### src/cih_regs.vh
`ifndef CIH_REGS_VH
`define CIH_REGS_VH
// APB register byte offsets.
`define CIH_OFS_PEND 12'h000
`define CIH_OFS_EN 12'h004
`define CIH_OFS_PRIO 12'h008
`define CIH_OFS_HWCLR 12'h00c
`define CIH_OFS_STAT 12'h010
`define CIH_OFS_IRQST 12'h014
`define CIH_OFS_IRQMSK 12'h018
`define CIH_OFS_VBASE 12'h01c
// Field positions and widths.
`define CIH_NSRC 8
`define CIH_GIE_BIT 7
// Reset values.
`define CIH_EN_RST 8'h00
`define CIH_PRIO_RST 8'h00
`define CIH_HWCLR_RST 8'h00
`define CIH_VBASE_RST 16'h0003
// Vector spacing in bytes between consecutive sources.
`define CIH_VSTEP 16'h0008
// Status event bit positions.
`define CIH_EV_TAKE 0
`define CIH_EV_PREEMPT 1
`define CIH_EV_RETI 2
`endif

### src/cih_cpu_interrupt_handler.v
// Overview of operation
// Eight request sources, each assigned one of two priority levels.
// A source event sets its pending flag regardless of its enable.
// Enabled pending request vectors after the current instruction ends.
// Return from interrupt resumes at the saved next instruction address.
// Pending flags of disabled sources raise no request.
// Global enable at bit 7 gates every individual source enable.
// Each source has its own independent enable bit; source 7 has none here and is always enabled.
// Enable cleared then single-cycle instruction may still take request.
// Software follows a global disable with a multi-byte instruction.
// Selected flags clear on vectoring; others software clears.
// Flag still set after return re-enters after one more instruction; here two more instructions run before re-entry.
// Software writing one to a pending flag acts as a real event.
// USB function controller flag lives in its own space, not here.
// All timing counted in system clocks, no machine cycles.
// Most instructions take as many clocks as program bytes.
// Untaken conditional branch completes one clock sooner.
// Opcodes and flag effects are the core's concern; only timing here.
// High priority preempts low; equal or lower waits for return.
`timescale 1ns/1ps
`include "cih_regs.vh"

module cih_cpu_interrupt_handler (
    // Clock and reset.
    input wire ref_clk,
    input wire sys_rst,
    // APB slave.
    input wire psel,
    input wire penable,
    input wire pwrite,
    input wire [11:0] paddr,
    input wire [31:0] pwdata,
    output reg [31:0] prdata,
    output reg pready,
    output reg pslverr,
    // Peripheral events, one-cycle pulses from same-clock logic.
    input wire [7:0] src_event,
    // USB function controller request level, its flag kept in its own space.
    input wire usb_function_ctrl_req,
    // Core pipeline handshake.
    input wire instr_done,
    input wire [3:0] instr_bytes,
    input wire instr_branch,
    input wire instr_taken,
    input wire instr_clr_gie,
    input wire instr_reti,
    input wire [15:0] next_pc,
    // Vectoring outputs to the core.
    output reg vec_call,
    output reg [15:0] vec_addr,
    output reg [15:0] ret_addr,
    output reg [3:0] instr_cycles,
    output reg global_irq_enable,
    output reg irq
);

    ////////////////////////////////////////////////////////////////////////
    // Helpers.

    // Lowest-index set bit wins within a priority group.
    function [3:0] pick;
        input [7:0] v;
        integer i;
        begin
            pick = 4'h8;
            for (i = 7; i >= 0; i = i - 1) begin
                if (v[i]) begin
                    pick = i[3:0];
                end
            end
        end
    endfunction

    // Fixed vector: base plus index times spacing.
    function [15:0] vec_of;
        input [15:0] base;
        input [2:0] idx;
        begin
            vec_of = base + (`CIH_VSTEP * {13'h0000, idx});
        end
    endfunction

    ////////////////////////////////////////////////////////////////////////
    // Registers.

    reg [7:0] pend_ff;
    reg [6:0] en_ff;
    reg [7:0] prio_ff;
    reg [7:0] hwclr_ff;
    reg [15:0] vbase_ff;
    reg [2:0] irqst_ff;
    reg [2:0] irqmsk_ff;
    reg [1:0] act_ff;          // Bit 0 low-level active, bit 1 high-level active.
    reg [1:0] act_stack_ff;    // Level of the preempted routine when nested.
    reg [15:0] saved_pc_ff;
    reg [15:0] saved_pc2_ff;
    reg reti_hold_ff;          // Blocks vectoring for one instruction after return.

    wire wr_en = psel & penable & pwrite;
    wire rd_en = psel & penable & ~pwrite;
    wire addr_ok = (paddr == `CIH_OFS_PEND) | (paddr == `CIH_OFS_EN) |
        (paddr == `CIH_OFS_PRIO) | (paddr == `CIH_OFS_HWCLR) | (paddr == `CIH_OFS_STAT) |
        (paddr == `CIH_OFS_IRQST) | (paddr == `CIH_OFS_IRQMSK) | (paddr == `CIH_OFS_VBASE);

    ////////////////////////////////////////////////////////////////////////
    // Arbitration.

    // Source 7 uses the USB level, not a local flag.
    wire [7:0] flags = {usb_function_ctrl_req, pend_ff[6:0]};
    // Gate sources 0-6 by individual enables, then all by the global enable.
    wire [7:0] en_all = {1'b1, en_ff};
    wire [7:0] req = flags & en_all & {8{global_irq_enable}};
    wire [7:0] req_hi = req & prio_ff;
    wire [7:0] req_lo = req & ~prio_ff;
    wire [3:0] win_hi = pick(req_hi);
    wire [3:0] win_lo = pick(req_lo);
    // High preempts low; nothing preempts high; low waits for any active.
    wire hi_ok = (req_hi != 8'h00) & ~act_ff[1];
    wire lo_ok = (req_lo != 8'h00) & (act_ff == 2'b00);
    wire [3:0] win = hi_ok ? win_hi : win_lo;
    // Take at instruction boundary; an enable-clearing instruction of one
    // cycle has not yet updated the enable, so the request can still go.
    wire take = instr_done & ~instr_reti & ~reti_hold_ff & (hi_ok | lo_ok) &
        ~(instr_clr_gie & (instr_bytes > 4'h1));

    ////////////////////////////////////////////////////////////////////////
    // Instruction cycle count reported to the core's sequencer.

    // Cycles equal program bytes; taken branch adds one clock.
    // Opcode decoding stays with the core, so only timing is reported here.
    always @(posedge ref_clk or posedge sys_rst) begin
        if (sys_rst) begin
            instr_cycles <= 4'h1;
        end else if (instr_done) begin
            instr_cycles <= (instr_branch & instr_taken) ? instr_bytes + 4'h1
                : instr_bytes;
        end
    end

    ////////////////////////////////////////////////////////////////////////
    // Pending flags: set beats both clears.

    always @(posedge ref_clk or posedge sys_rst) begin
        if (sys_rst) begin
            pend_ff <= 8'h00;
        end else begin
            pend_ff <= (pend_ff
                & ~((wr_en & (paddr == `CIH_OFS_PEND) & ~(&pwdata[7:0])) ? 8'hff : 8'h00)
                & ~((take & hwclr_ff[win[2:0]]) ? (8'h01 << win[2:0]) : 8'h00))
                | src_event
                | ((wr_en & (paddr == `CIH_OFS_PEND)) ? pwdata[7:0] : 8'h00);
        end
    end

    ////////////////////////////////////////////////////////////////////////
    // Control registers, global enable and core handshake.

    always @(posedge ref_clk or posedge sys_rst) begin
        if (sys_rst) begin
            en_ff <= 7'h00;
            global_irq_enable <= 1'b0;
            prio_ff <= `CIH_PRIO_RST;
            hwclr_ff <= `CIH_HWCLR_RST;
            vbase_ff <= `CIH_VBASE_RST;
            irqmsk_ff <= 3'h0;
            act_ff <= 2'b00;
            act_stack_ff <= 2'b00;
            saved_pc_ff <= 16'h0000;
            saved_pc2_ff <= 16'h0000;
            reti_hold_ff <= 1'b0;
            vec_call <= 1'b0;
            vec_addr <= 16'h0000;
            ret_addr <= 16'h0000;
        end else begin
            vec_call <= take;
            if (wr_en & (paddr == `CIH_OFS_EN)) begin
                en_ff <= pwdata[6:0];
                global_irq_enable <= pwdata[`CIH_GIE_BIT];
            end else if (instr_done & instr_clr_gie) begin
                global_irq_enable <= 1'b0;
            end
            if (wr_en & (paddr == `CIH_OFS_PRIO)) begin
                prio_ff <= pwdata[7:0];
            end
            if (wr_en & (paddr == `CIH_OFS_HWCLR)) begin
                hwclr_ff <= pwdata[7:0];
            end
            if (wr_en & (paddr == `CIH_OFS_VBASE)) begin
                vbase_ff <= pwdata[15:0];
            end
            if (wr_en & (paddr == `CIH_OFS_IRQMSK)) begin
                irqmsk_ff <= pwdata[2:0];
            end
            // Two instructions must complete after a return before re-entry.
            if (instr_done) begin
                reti_hold_ff <= instr_reti;
            end
            if (take) begin
                vec_addr <= vec_of(vbase_ff, win[2:0]);
                ret_addr <= next_pc;
                saved_pc_ff <= next_pc;
                saved_pc2_ff <= saved_pc_ff;
                act_stack_ff <= act_ff;
                act_ff <= hi_ok ? (act_ff | 2'b10) : 2'b01;
            end else if (instr_done & instr_reti & (act_ff != 2'b00)) begin
                // Resume at the instruction after the interrupted one.
                ret_addr <= saved_pc_ff;
                saved_pc_ff <= saved_pc2_ff;
                act_ff <= act_stack_ff;
                act_stack_ff <= 2'b00;
            end
        end
    end

    ////////////////////////////////////////////////////////////////////////
    // Sticky event status and masked interrupt line; set wins over clear.

    always @(posedge ref_clk or posedge sys_rst) begin
        if (sys_rst) begin
            irqst_ff <= 3'h0;
            irq <= 1'b0;
        end else begin
            irqst_ff <= (irqst_ff & ~((wr_en & (paddr == `CIH_OFS_IRQST)) ? pwdata[2:0] : 3'h0))
                | {instr_done & instr_reti & (act_ff != 2'b00),
                   take & hi_ok & act_ff[0], take};
            irq <= |(irqst_ff & irqmsk_ff);
        end
    end

    ////////////////////////////////////////////////////////////////////////
    // APB: zero wait states, error on unmapped address.

    always @(posedge ref_clk or posedge sys_rst) begin
        if (sys_rst) begin
            prdata <= 32'h00000000;
            pready <= 1'b0;
            pslverr <= 1'b0;
        end else begin
            pready <= psel & ~penable;
            pslverr <= psel & ~penable & ~addr_ok;
            prdata <= 32'h00000000;
            if (psel & ~penable & ~pwrite) begin
                case (paddr)
                    `CIH_OFS_PEND: prdata <= {24'h000000, flags};
                    `CIH_OFS_EN: prdata <= {24'h000000, global_irq_enable, en_ff};
                    `CIH_OFS_PRIO: prdata <= {24'h000000, prio_ff};
                    `CIH_OFS_HWCLR: prdata <= {24'h000000, hwclr_ff};
                    `CIH_OFS_STAT: prdata <= {17'h00000, act_ff, saved_pc_ff[7:0],
                        reti_hold_ff, win[2:0], hi_ok | lo_ok};
                    `CIH_OFS_IRQST: prdata <= {29'h00000000, irqst_ff};
                    `CIH_OFS_IRQMSK: prdata <= {29'h00000000, irqmsk_ff};
                    `CIH_OFS_VBASE: prdata <= {16'h0000, vbase_ff};
                    default: prdata <= 32'h00000000;
                endcase
            end
        end
    end

endmodule // cih_cpu_interrupt_handler

### config.mk
export PLATFORM = sky130hd
export DESIGN_NAME = cih_cpu_interrupt_handler
export DESIGN_NICKNAME = d
export VERILOG_FILES = /design/src/cih_cpu_interrupt_handler.v
export VERILOG_INCLUDE_DIRS = /design/src
export SDC_FILE = /design/constraint.sdc
export NUM_CORES = 1
export LEC_CHECK = 0
export BUFFER_PORTS_ARGS = -buffer_cell sky130_fd_sc_hd__clkbuf_2
export CAP_MARGIN = 20
export CORE_ASPECT_RATIO = 2
export CORE_MARGIN = 1
export CORE_UTILIZATION = 54
export CTS_CLUSTER_DIAMETER = 200
export CTS_CLUSTER_SIZE = 30
export DETAILED_ROUTE_END_ITERATION = 10
export HOLD_SLACK_MARGIN = 0.05
export PLACE_DENSITY = 0.8
export SYNTH_ARGS = -nofsm -noshare
export SYNTH_HDL_FRONTEND = slang
export SYNTH_SLANG_ARGS = --single-unit
### constraint.sdc
create_clock -name ref_clk -period 5.2 [get_ports ref_clk]
set_input_delay 0.26 -clock ref_clk [delete_from_list [all_inputs] [get_ports ref_clk]]
set_output_delay 0.26 -clock ref_clk [all_outputs]
set_load 0.01 [all_outputs]
==> metrics.md, run 1 <==
| Metric | Value |
|---|---|
| Area Overhead vs Synth | `18.9%` |
| Layout Cells excl Fill | `870` |
| Cells after Synth | `585` |
| Routed len/inst | `21.7 um` |
| Largest family of logic cells by synthesized area | `compound AO/OA/AOI/OAI gates` |
| Vias per std cell | `6.21` |
| Synthesized area | `6850 um2` |
| Synth Flop Type | `dfrtp_1` |
| EDFF count, synth | `0` |
| Hold WC Path Type | `input pin to register` |
| Placed Cells incl. Taps | `833` |
| CP max FO | `21` |
| Crit. End Element | `register` |
| Total GRT Usage | `31.2%` |
| Final hold violation count | `0` |
| Initial antenna violation count | `0` |
| Vias in the first global route | `5744` |
| Setup Viol. Count Final | `0` |
| IO Pins | `156` |
| First-pass GRT wire length | `29.9 mm` |
| Arrival time worst endpoint | `4.18 ns` |
| Number of max-cap violations | `0` |
| Nets | `800` |
| Num rows | `57` |
| Status | `complete, no violations` |
| CP Class | `register to register` |
| ANT nets after route | `0` |
| Placer Congestion | `0.960` |
| Synth Area in XOR/XNOR | `1.79%` |
| Slew @ Worst Pin | `0.950 ns` |
| Placed Area | `7510 um2` |
| CTS tree | `done` |
| DRC | `0` |
| Dpl hpwl | `13.3 mm` |
| Post-synthesis simple-gate area fraction | `12.7%` |
| Root buffer cell | `clkbuf_16` |
| Pin count of the biggest net entering global routing | `92` |
| Sequential fraction of the synthesis area | `53.4%` |
| Synth Area in Adders | `1.39%` |
| Required time of the critical path | `5.49 ns` |
| RSZ-0062 raised after global routing | `false` |
| CTS Sinks | `146` |
| Asr flop ratio synth | `100%` |
| Chip width | `81.6 um` |
| Drt total wl | `18.9 mm` |
| Synth Warn # | `0` |
| Final min period | `3.89 ns` |
| Die height | `161 um` |
| Final worst-path cycle share | `74.8%` |
| Max-slew headroom | `36.5%` |
| Share of cells above drive strength 1 | `33.7%` |
| Via count | `5404` |
| Clk_lat worst skew | `0.43 ns` |
| Placeable Area | `12300 um2` |
| Leakage Power | `3.97 nW` |
| Power Dens Cells | `306 nW/um2` |
| GR Overflow Total | `0` |
| Inserted Diodes | `0` |
| Port bufs | `122` |
| Clock transition at the registers of the reported paths | `0.06 ns` |
| Final instance area | `8140 um2` |
| Clock skew | `0.00880 ns` |
| Mux contribution to synthesized area | `11.3%` |
| Worst VDD drop | `256 uV` |
| H-tree depth | `4` |
| CTS Buf Count | `17` |
| Commonest non-fill, non-tap cell in the layout | `dfrtp_1` |
| Startpoint Class | `register` |
| Synth Area in Compound Gates | `14.6%` |
| Clk buf depth | `2` |
| Unique masters post-synth | `63` |
| First-pass DRT Iterations | `4` |
| Synthesized flop and latch total | `146` |
| Syn avg cell area | `11.7 um2` |
| TNS Setup | `0 ns` |
| Fmax | `0.257 GHz` |
| Most frequent cells in the layout | `dfrtp_1 (143), clkbuf_2 (122), mux2_2 (66)` |
| Fin. max-slew vios | `0` |
| Final Power | `2.49 mW` |
| DRT iter0 DRCs | `355` |
| Total Die Area | `13200 um2` |
| Resize count post-CTS | `0` |
| Initial Utilization | `55.8%` |
-- routing by layer --
metal  routed length (um)  vias to the layer above  global-route usage, %
li1                     -                     2394                      -
met1                 6440                     2683                   32.7
met2                10100                      238                   52.3
met3                 1000                       89                   7.23
met4                 1320                        0                   23.4
met5                    0                        -                      0
-- synth_stat cells, drive strengths merged (7+ instances only) --
master | n | area share [%]
a21oi | 27 | 2.0
a221o | 32 | 4.7
a22oi | 20 | 2.2
a31oi | 9 | 0.82
and2 | 21 | 1.9
and3 | 7 | 0.64
buf | 28 | 3.1
clkbuf | 16 | 0.90
dfrtp | 143 | 52
inv | 14 | 0.77
mux2 | 66 | 11
nand2 | 35 | 2.0
nand3 | 9 | 0.66
nand4 | 10 | 1.0
nor2 | 42 | 2.3
o21ai | 12 | 0.88
xnor2 | 7 | 0.90
xor2 | 7 | 0.90
-- final timing paths --
check | start | to | slack (ns) | cells past startpoint
worst max-delay path | global_irq_enable | vec_addr[13] | 1.31 | 13
worst min-delay path | src_event[2] | pend_ff[2] | 0.06 | 3
worst max register to register | global_irq_enable | vec_addr[13] | 1.31 | 13
worst min register to register | instr_cycles[0] | instr_cycles[0] | 0.50 | 2
max in group asynchronous | sys_rst | vbase_ff[4] | 3.42 | 4
min in group asynchronous | sys_rst | prdata[15] | 0.55 | 3
-- power by group --
part	total [mW]	internal [mW]	switching [mW]
sequential	1.17	1.16	0.0151
clock	1.19	0.673	0.520
combinational	0.127	0.0482	0.0787
-- cells by family (layout without fill, tap and decap cells) --
| family | after synthesis | count (layout) |
|---|---|---|
| simple gates | 158 | 158 |
| flops | 146 | 146 |
| compound gates | 132 | 132 |
| mux | 69 | 69 |
| buf+inv | 58 | 181 |
| xor+xnor | 14 | 14 |
| fa+ha+maj | 7 | 7 |
| other cells | 1 | 16 |
-- worst max-delay path: stages (launching register included) --
cell	delay [ns]
dfrtp_1	0.75
and4_1	0.34
and4bb_1	0.28
a21oi_1	0.20
a32o_1	0.52
ha_1	0.28
inv_1	0.06
fa_1	0.40
nor2b_1	0.12
o21ai_0	0.16
nor2_1	0.27
nand3_1	0.13
xor2_1	0.16
a21oi_1	0.08
-- final cells by class --
type                       instances  area, um2
timing repair buffer             135        721
tap                              147        184
inverter                          14       57.6
clock buffer                      18        429
multi-input combinational        396       2940
fill                             982       4130
clock inverter                    14        149
sequential                       146       3660
-- through the flow --
stage | utilization [%] | worst slack (ns) | hold WS (ns)
finish | 66.3 | 1.31 | 0.0630
CTS | 66.3 | 1.35 | 0.0513
global route | 66.3 | 1.09 | 0.0521
floorplan | - | 1.02 | 0.355
detailed placement | 61.2 | 1.36 | 0.458
global placement | 61.2 | 1.37 | 0.447
-- timing repair --
item,4_1_cts,5_1_grt
endpoints found under the setup margin,0,0
hold buffers,5,0
hold endpoints to repair,92,0
buffers inserted,0,0
-- registers in the layout, indices dropped and copies added (netlist names) --
register / count
ret_addr: 16
pend_ff: 7
vec_call: 1
vec_addr: 16
instr_cycles: 4
pready: 1
act_stack_ff: 2
irqmsk_ff: 3
hwclr_ff: 8
saved_pc2_ff: 16
prdata: 16
irq: 1
prio_ff: 8
vbase_ff: 16
saved_pc_ff: 16
irqst_ff: 3
en_ff: 7
pslverr: 1
global_irq_enable: 1
reti_hold_ff: 1
act_ff: 2
No activity file was read; power rests on OpenSTA's default activity.
==> run 2: changes to the inputs <==
--- a/config.mk
+++ b/config.mk
@@ -6,16 +6,17 @@
 export SDC_FILE = /design/constraint.sdc
 export NUM_CORES = 1
 export LEC_CHECK = 0
+export ABC_AREA = 1
 export BUFFER_PORTS_ARGS = -buffer_cell sky130_fd_sc_hd__clkbuf_2
 export CAP_MARGIN = 20
 export CORE_ASPECT_RATIO = 2
 export CORE_MARGIN = 1
-export CORE_UTILIZATION = 54
+export CORE_UTILIZATION = 49
 export CTS_CLUSTER_DIAMETER = 200
 export CTS_CLUSTER_SIZE = 30
 export DETAILED_ROUTE_END_ITERATION = 10
 export HOLD_SLACK_MARGIN = 0.05
-export PLACE_DENSITY = 0.8
+export PLACE_DENSITY = 0.76
 export SYNTH_ARGS = -nofsm -noshare
 export SYNTH_HDL_FRONTEND = slang
 export SYNTH_SLANG_ARGS = --single-unit
==> constraint.sdc (replaced) <==
create_clock -name ref_clk -period 3.4 [get_ports ref_clk]
set_input_delay 0.17 -clock ref_clk [delete_from_list [all_inputs] [get_ports ref_clk]]
set_output_delay 0.17 -clock ref_clk [all_outputs]
set_load 0.01 [all_outputs]
==> run 2 against run 1 <==
  * Clock power up 53%
  * Non-clock buffer count grew 53
  * Register-to-register slack got worse by 1.1 ns
  * Area after synthesis is 4.5% higher
  * Routed wire length is 6.1% higher
  * Clock skew fell by 0.00073 ns
  * Via count is 18% higher
  * Final area up 10%
  * Critical endpoint is now vec_addr[15]
  * Highest routed layer unchanged
==> metrics.md, run 2 <==
| Metric | Value |
|---|---|
| Cell taking the most area after synthesis | `dfrtp_1` |
| Inserted Diodes | `0 (unchanged)` |
| Worst VDD drop | `300 uV (+17%)` |
| CTS Buf Count | `17 (unchanged)` |
| IO Pins | `156 (unchanged)` |
| Post-synth top area share | `50.0% (-2.2 points)` |
| Final Power | `4.30 mW (+73%)` |
| Synthesized flop and latch total | `146 (unchanged)` |
| Vias in the first global route | `6461 (+12%)` |
| Drt total wl | `20.0 mm (+6.1%)` |
| Area Overhead vs Synth | `25.6%` |
| Share of cells above drive strength 1 | `23.4% (-10 points)` |
| Initial antenna violation count | `0 (unchanged)` |
| CTS tree | `done` |
| Clock skew | `0.00807 ns (-0.000733 ns)` |
| Num rows | `62 (+8.8%)` |
| Routed len/inst | `16.5 um (-24%)` |
| Fill cells | `1263 (+29%)` |
| Most area-consuming cells after synthesis | `dfrtp_1 (50%), nand2_1 (12%), inv_1 (4.8%), o21ai_0 (4.7%), o211ai_1 (2.6%)` |
| Final instance area | `8990 um2 (+10%)` |
| Hold slack final | `0.0663 ns (+0.00332 ns)` |
| DRC | `0 (unchanged)` |
| Most frequent CP cell | `nand2_2` |
| RSZ-0062 raised after global routing | `true` |
| Synth Warn # | `0 (unchanged)` |
| Clk buf depth | `2 (unchanged)` |
| Power Dens Cells | `478 nW/um2 (+56%)` |
| First-pass DRT Iterations | `4 (unchanged)` |
| Nets | `1099 (+37%)` |
| Unique masters post-synth | `46 (-27%)` |
| Via count | `6370 (+18%)` |
| Worst-path cell chain | `buf_12 > nand4_1 > nand2_1 > nor2_2 > nand2_2 > a21boi_2 > nand2_2 > nand2_2 > ha_4 > inv_1 > fa_2 > nor2_2 > nor2_1 > nor2_1 > nand3_1 > nor3b_2 > nand3_1 > nand3b_1 > xor2_1 > o21ai_1` |
| Crit. End Element | `register` |
| Slew @ Worst Pin | `0.776 ns (-0.174 ns)` |
| Placed Area | `8000 um2 (+6.6%)` |
| Number of max-cap violations | `0 (unchanged)` |
| Fmax | `0.311 GHz (+21%)` |
| Initial Utilization | `50.1% (-5.7 points)` |
| Leakage Power | `4.36 nW (+9.6%)` |
| Die height | `173 um (+7.2%)` |
| H-tree depth | `4 (unchanged)` |
| Max incr delay on CP | `0.45 ns (-0.30 ns)` |
| Placed Cells incl. Taps | `1143 (+37%)` |
| Sequential fraction of the synthesis area | `51.1% (-2.3 points)` |
| Placer Congestion | `0.953 (-0.78%)` |
| EDFF count, synth | `0 (unchanged)` |
| Most frequent cells in the layout | `nand2_1 (224), dfrtp_1 (142), clkbuf_2 (122)` |
| Synth cell count leaders | `nand2_1 (224), dfrtp_1 (143), inv_1 (91)` |
| DRT iter0 DRCs | `289 (-19%)` |
| Total Die Area | `15100 um2 (+15%)` |
| Port bufs | `122 (unchanged)` |
| Startpoint Class | `register` |
| Pin count of the biggest net entering global routing | `147 (+60%)` |
| First-pass GRT wire length | `31.9 mm (+6.7%)` |
| Asr flop ratio synth | `100% (unchanged)` |
| Clk_lat worst skew | `0.42 ns (about the same)` |
| Vias per std cell | `5.25 (-15%)` |
| Final hold violation count | `0 (unchanged)` |
| Final min period | `3.22 ns (-0.674 ns)` |
| Root buffer cell | `clkbuf_16` |
| Chip width | `87.4 um (+7.1%)` |
| Placeable Area | `14300 um2 (+16%)` |
| Layout Cells excl Fill | `1213 (+39%)` |
| Cells after Synth | `830 (+42%)` |
| Total GRT Usage | `28.2% (-3.0 points)` |
| Required time of the critical path | `3.75 ns (-1.74 ns)` |
| Final worst-path cycle share | `94.6% (+20 points)` |
| Synth Flop Type | `dfrtp_1` |
| CP max FO | `13 (-38%)` |
| Cell with the most instances after synthesis | `nand2_1` |
| Dpl hpwl | `14.6 mm (+9.9%)` |
| Hold WC Path Type | `input pin to register` |
| Syn avg cell area | `8.62 um2 (-26%)` |
| Max-slew headroom | `48.3% (+12 points)` |
| CTS Sinks | `146 (unchanged)` |
| Critical path's slowest cell | `dfrtp_2` |
| Clock transition at the registers of the reported paths | `0.06 ns (about the same)` |
| Setup Viol. Count Final | `0 (unchanged)` |
| CP Class | `register to register` |
| ANT nets after route | `0 (unchanged)` |
| Fin. max-slew vios | `0 (unchanged)` |
| GR Overflow Total | `0 (unchanged)` |
| Arrival time worst endpoint | `3.56 ns (-0.62 ns)` |
| Commonest non-fill, non-tap cell in the layout | `nand2_1` |
| Status | `complete, no violations` |
| Synthesized area | `7150 um2 (+4.5%)` |
==> run 2: changes by cell type in the layout (fill, tap and decap cells not counted), sizes merged, moves of 58 or more <==
cell / delta
inv: +85
o21ai: +70
nand2: +203
mux2: -58
==> run 2: cell families (layout without fill, tap and decap cells) <==
kind of cell	count (synthesis)	in the layout	synth area share, %
compound gates	162	162	14.4
xor+xnor	12	12	1.47
fa+ha+maj	7	7	1.33
buf+inv	141	317	9.20
flops	146	146	51.1
mux	8	8	1.26
other cells	1	16	0.0524
simple gates	353	353	21.2
==> run 2: cell type report <==
class | count | area [um2] | share of cell area, %
clock buffer | 17 | 425 | 4.73
clock inverter | 14 | 146 | 1.63
inverter | 98 | 372 | 4.13
multi-input combinational | 558 | 2920 | 32.5
sequential | 146 | 3660 | 40.7
tap | 192 | 240 | 2.67
timing repair buffer | 188 | 1220 | 13.6
==> run 2: final timing paths <==
path                                    from               to  slack [ns]  depth (start not counted)
min in group asynchronous            sys_rst         vec_call        0.50                          4
max in group asynchronous            sys_rst      vec_addr[1]        2.31                          4
setup / recovery           global_irq_enable     vec_addr[15]        0.18                         20
setup reg to reg           global_irq_enable     vec_addr[15]        0.18                         20
hold reg to reg              instr_cycles[0]  instr_cycles[0]        0.48                          2
hold / removal                    next_pc[5]   saved_pc_ff[5]        0.07                          3
==> run 2: metal layers <==
| metal | track usage [%] | vias to the layer above | share of wire (%) |
|---|---|---|---|
| li1 | - | 3066 | - |
| met1 | 27.5 | 3017 | 34 |
| met2 | 52.0 | 210 | 56 |
| met3 | 4.77 | 77 | 3.4 |
| met4 | 19.0 | 0 | 6.3 |
| met5 | 0 | - | 0 |
==> run 2: critical path, delay by kind of cell, from the launching register on <==
family	cells	cell delay, ns
buffers and inverters	2	0.20
DFF	1	0.45
and+or+nand+nor	13	1.60
xor gates and xnor gates	1	0.15
adders and majority gates	2	0.47
AOI/OAI and AO/OA	2	0.24
==> run 2: timing repair <==
action / 4_1_cts / 5_1_grt
resized for setup: 0 / 8
endpoints found under the hold margin: 191 / 0
hold buffers: 37 / 0
buffers inserted: 0 / 2
endpoints found under the setup margin: 0 / 5
==> run 2: where the power goes <==
| group | switching (mW) | internal, mW | leakage [nW] |
|---|---|---|---|
| Clock | 0.789 | 1.03 | 0.269 |
| Combinational | 0.309 | 0.224 | 2.13 |
| Sequential | 0.0714 | 1.88 | 1.96 |
==> run 2: per-stage QoR <==
| step | setup slack, ns | utilization, % | TNS [ns] |
|---|---|---|---|
| CTS | 0.0491 | 62.7 | 0 |
| global route | -0.0505 | 63.0 | -0.0643 |
| global placement | 0.170 | 56.1 | 0 |
| detailed placement | 0.0671 | 56.1 | 0 |
| finish | 0.185 | 63.0 | 0 |
| floorplan | 0.227 | - | 0 |
==> run 3: changes to the inputs <==
--- a/config.mk
+++ b/config.mk
@@ -6,7 +6,6 @@
 export SDC_FILE = /design/constraint.sdc
 export NUM_CORES = 1
 export LEC_CHECK = 0
-export ABC_AREA = 1
 export BUFFER_PORTS_ARGS = -buffer_cell sky130_fd_sc_hd__clkbuf_2
 export CAP_MARGIN = 20
 export CORE_ASPECT_RATIO = 2
@@ -17,6 +16,7 @@
 export DETAILED_ROUTE_END_ITERATION = 10
 export HOLD_SLACK_MARGIN = 0.05
 export PLACE_DENSITY = 0.76
+export REMOVE_ABC_BUFFERS = 1
 export SYNTH_ARGS = -nofsm -noshare
 export SYNTH_HDL_FRONTEND = slang
 export SYNTH_SLANG_ARGS = --single-unit
==> run 3 against run 2 <==
  * Hold slack lost 0.0062 ns
  * Critical path depth shrank 6
  * Register-to-register slack gained 0.06 ns
  * Routed wire length shrank 7.2%
  * Global-route usage shrank 1.4 points
  * Combinational power shrank 61%
  * Clock skew is essentially flat
  * Total power shrank 9.8%
  * Cell count shrank 26%
  * Highest routed layer unchanged
==> metrics.md, run 3 (same netlist as run 1, synthesis figures left out) <==
| Metric | Value |
|---|---|
| Most frequent cells in the layout | `dfrtp_1 (142), clkbuf_2 (122), mux2_2 (66)` |
| Commonest non-fill, non-tap cell in the layout | `dfrtp_1` |
| Final min period | `3.15 ns (-0.0645 ns)` |
| Switching Share | `23.5% (-3.7 points)` |
| TNS Setup | `0 ns (unchanged)` |
| First-pass GRT wire length | `29.3 mm (-8.2%)` |
| Area occupied by multi-input gates | `2940 um2 (+0.69%)` |
| Worst VDD drop | `352 uV (+17%)` |
| Final worst-path cycle share | `92.7% (-1.9 points)` |
| Clk network pwr share | `48.4% (+6.1 points)` |
| DRT iter0 DRCs | `317 (+9.7%)` |
| Clock transition at the registers of the reported paths | `0.06 ns (about the same)` |
| Internal power | `2.97 mW (-5.2%)` |
| GR Overflow Total | `0 (unchanged)` |
| Buffers and inverters on the worst path | `1 (-1)` |
| H-tree depth | `4 (unchanged)` |
| Max incr delay on CP | `0.49 ns (+0.04 ns)` |
| Setup bufs post-CTS | `0 (unchanged)` |
| Hold_sp | `pwdata[5]` |
| DRC | `0 (unchanged)` |
| Area Overhead vs Synth | `22.7%` |
| Vias per std cell | `6.04 (+15%)` |
| CTS Buf Count | `17 (unchanged)` |
| Via count | `5444 (-15%)` |
| ANT nets after route | `0 (unchanged)` |
| Total Die Area | `14500 um2 (-4.2%)` |
| P_sw | `0.910 mW (-22%)` |
| Leakage Power | `4.11 nW (-5.7%)` |
| Fill cells | `1081 (-14%)` |
| Placed Cells incl. Taps | `849 (-26%)` |
| Nets | `824 (-25%)` |
| Max-slew headroom | `37.3% (-11 points)` |
| Hold slack final | `0.0601 ns (-0.00620 ns)` |
| CP max FO | `12 (-1)` |
| Sequential power share | `46.2% (+0.9 points)` |
| Inserted Diodes | `0 (unchanged)` |
| CP Class | `register to register` |
| Chip width | `85.6 um (-2.1%)` |
| Fmax | `0.317 GHz (+2.0%)` |
| Routed len/inst | `20.6 um (+25%)` |
| Num rows | `60 (-3.2%)` |
| Vias in the first global route | `5761 (-11%)` |
| Slew @ Worst Pin | `0.938 ns (+0.162 ns)` |
| First-pass DRT Iterations | `8 (+4)` |
| IO Pins | `156 (unchanged)` |
| CTS Sinks | `146 (unchanged)` |
| Crit. End Element | `register` |
| Number of max-cap violations | `0 (unchanged)` |
| Reg2reg start | `global_irq_enable` |
| Placeable Area | `13500 um2 (-5.3%)` |
| Pin count of the biggest net entering global routing | `99 (-33%)` |
| Final Power | `3.88 mW (-9.8%)` |
| Initial antenna violation count | `0 (unchanged)` |
| Share of cells above drive strength 1 | `34.2% (+11 points)` |
| Top delay family on crit path | `simple AND/OR/NAND/NOR gates` |
| Most frequent CP cell | `a21oi_1` |
| Clk_lat worst skew | `0.43 ns (about the same)` |
| RSZ-0062 raised after global routing | `false` |
| Power Dens Cells | `462 nW/um2 (-3.5%)` |
| Total GRT Usage | `26.9% (-1.4 points)` |
| Dpl hpwl | `12.9 mm (-11%)` |
| Reg area | `3660 um2 (unchanged)` |
| Logic pwr share | `5.4% (-7.0 points)` |
| Clock skew | `0.00793 ns (-0.000138 ns)` |
| Worst-path cell chain | `and4_1 > and4bb_2 > a21oi_1 > nor2_1 > a32o_1 > ha_1 > inv_1 > fa_1 > nor2b_1 > o21ai_0 > nor2_2 > nand3_1 > xor2_1 > a21oi_1` |
| Required time of the critical path | `3.75 ns (about the same)` |
| Critical path's slowest cell | `dfrtp_2` |
| Root buffer cell | `clkbuf_16` |
| Fin. max-slew vios | `0 (unchanged)` |
| Layout Cells excl Fill | `901 (-26%)` |
| Port bufs | `122 (unchanged)` |
| Placed Area | `7590 um2 (-5.1%)` |
| Critical Path Source | `global_irq_enable` |
| Final instance area | `8400 um2 (-6.6%)` |
| Arrival time worst endpoint | `3.50 ns (-0.06 ns)` |
| Placer Congestion | `0.950 (-0.27%)` |
| Startpoint Class | `register` |
| Clk buf depth | `2 (unchanged)` |
| Hold WC Path Type | `input pin to register` |
| Drt total wl | `18.6 mm (-7.2%)` |
| Status | `complete, no violations` |
| Die height | `169 um (-2.2%)` |
| Initial Utilization | `50.7% (+0.54 points)` |
| Final hold violation count | `0 (unchanged)` |
| CTS tree | `done` |
| Setup Viol. Count Final | `0 (unchanged)` |
==> run 3: changes by cell type in the layout (fill, tap and decap cells not counted), sizes merged, moves of 32 or more <==
cell | previous run | this run
o21ai | 82 | 12
o211ai | 34 | 2
inv | 104 | 18
nand2 | 238 | 35
a221o | 0 | 32
mux2 | 8 | 66
==> run 3: through the flow <==
step | worst slack, ns | utilization, %
final | 0.249 | 62.1
after global routing | 0.0215 | 62.1
after CTS | 0.116 | 62.1
after detailed placement | 0.132 | 56.2
after global placement | 0.184 | 56.2
after floorplan | -0.874 | -
==> run 3: worst min-delay path, cell delays in order <==
cell and delay (ns):
clkbuf_2 0.14, a21oi_1 0.07, o21ai_1 0.06
==> run 3: area by class of cell <==
class	count	area share, %
clock buffers	18	5.23
clock inverters	13	1.82
inverters	14	0.685
multi-input cells	396	35.0
flip-flops and latches	146	43.6
well taps	155	2.31
repair buffers	159	11.4
==> run 3: repair_timing <==
| action | in CTS | in global routing |
|---|---|---|
| setup endpoints to repair | 0 | 3 |
| resized for setup | 0 | 3 |
| hold buffers | 21 | 0 |
| endpoints found under the hold margin | 112 | 0 |
==> run 3: power by group through the flow <==
stage	clock, mW	sequential, mW	combinational (mW)
floorplan	0	1.83	0.0793
global placement	0	1.82	0.185
detailed placement	0	1.82	0.192
CTS	1.90	1.79	0.212
global route	1.97	1.79	0.234
finish	1.88	1.79	0.209
==> run 3: worst paths after layout <==
kind                                   end  slack (ns)  cells after the start
min                             pend_ff[5]        0.06                      3
min in group asynchronous      ret_addr[0]        0.47                      3
max                           vec_addr[15]        0.25                     14
max in group asynchronous     vbase_ff[12]        2.16                      4
min reg2reg                instr_cycles[0]        0.49                      2
max reg2reg                   vec_addr[15]        0.25                     14
==> run 3: routing by layer <==
metal	GRT usage, %	vias up	part of all wire [%]
li1	-	2433	-
met1	28.3	2707	36
met2	47.4	236	53
met3	5.59	68	5.2
met4	18.0	0	6.0
met5	0	-	0
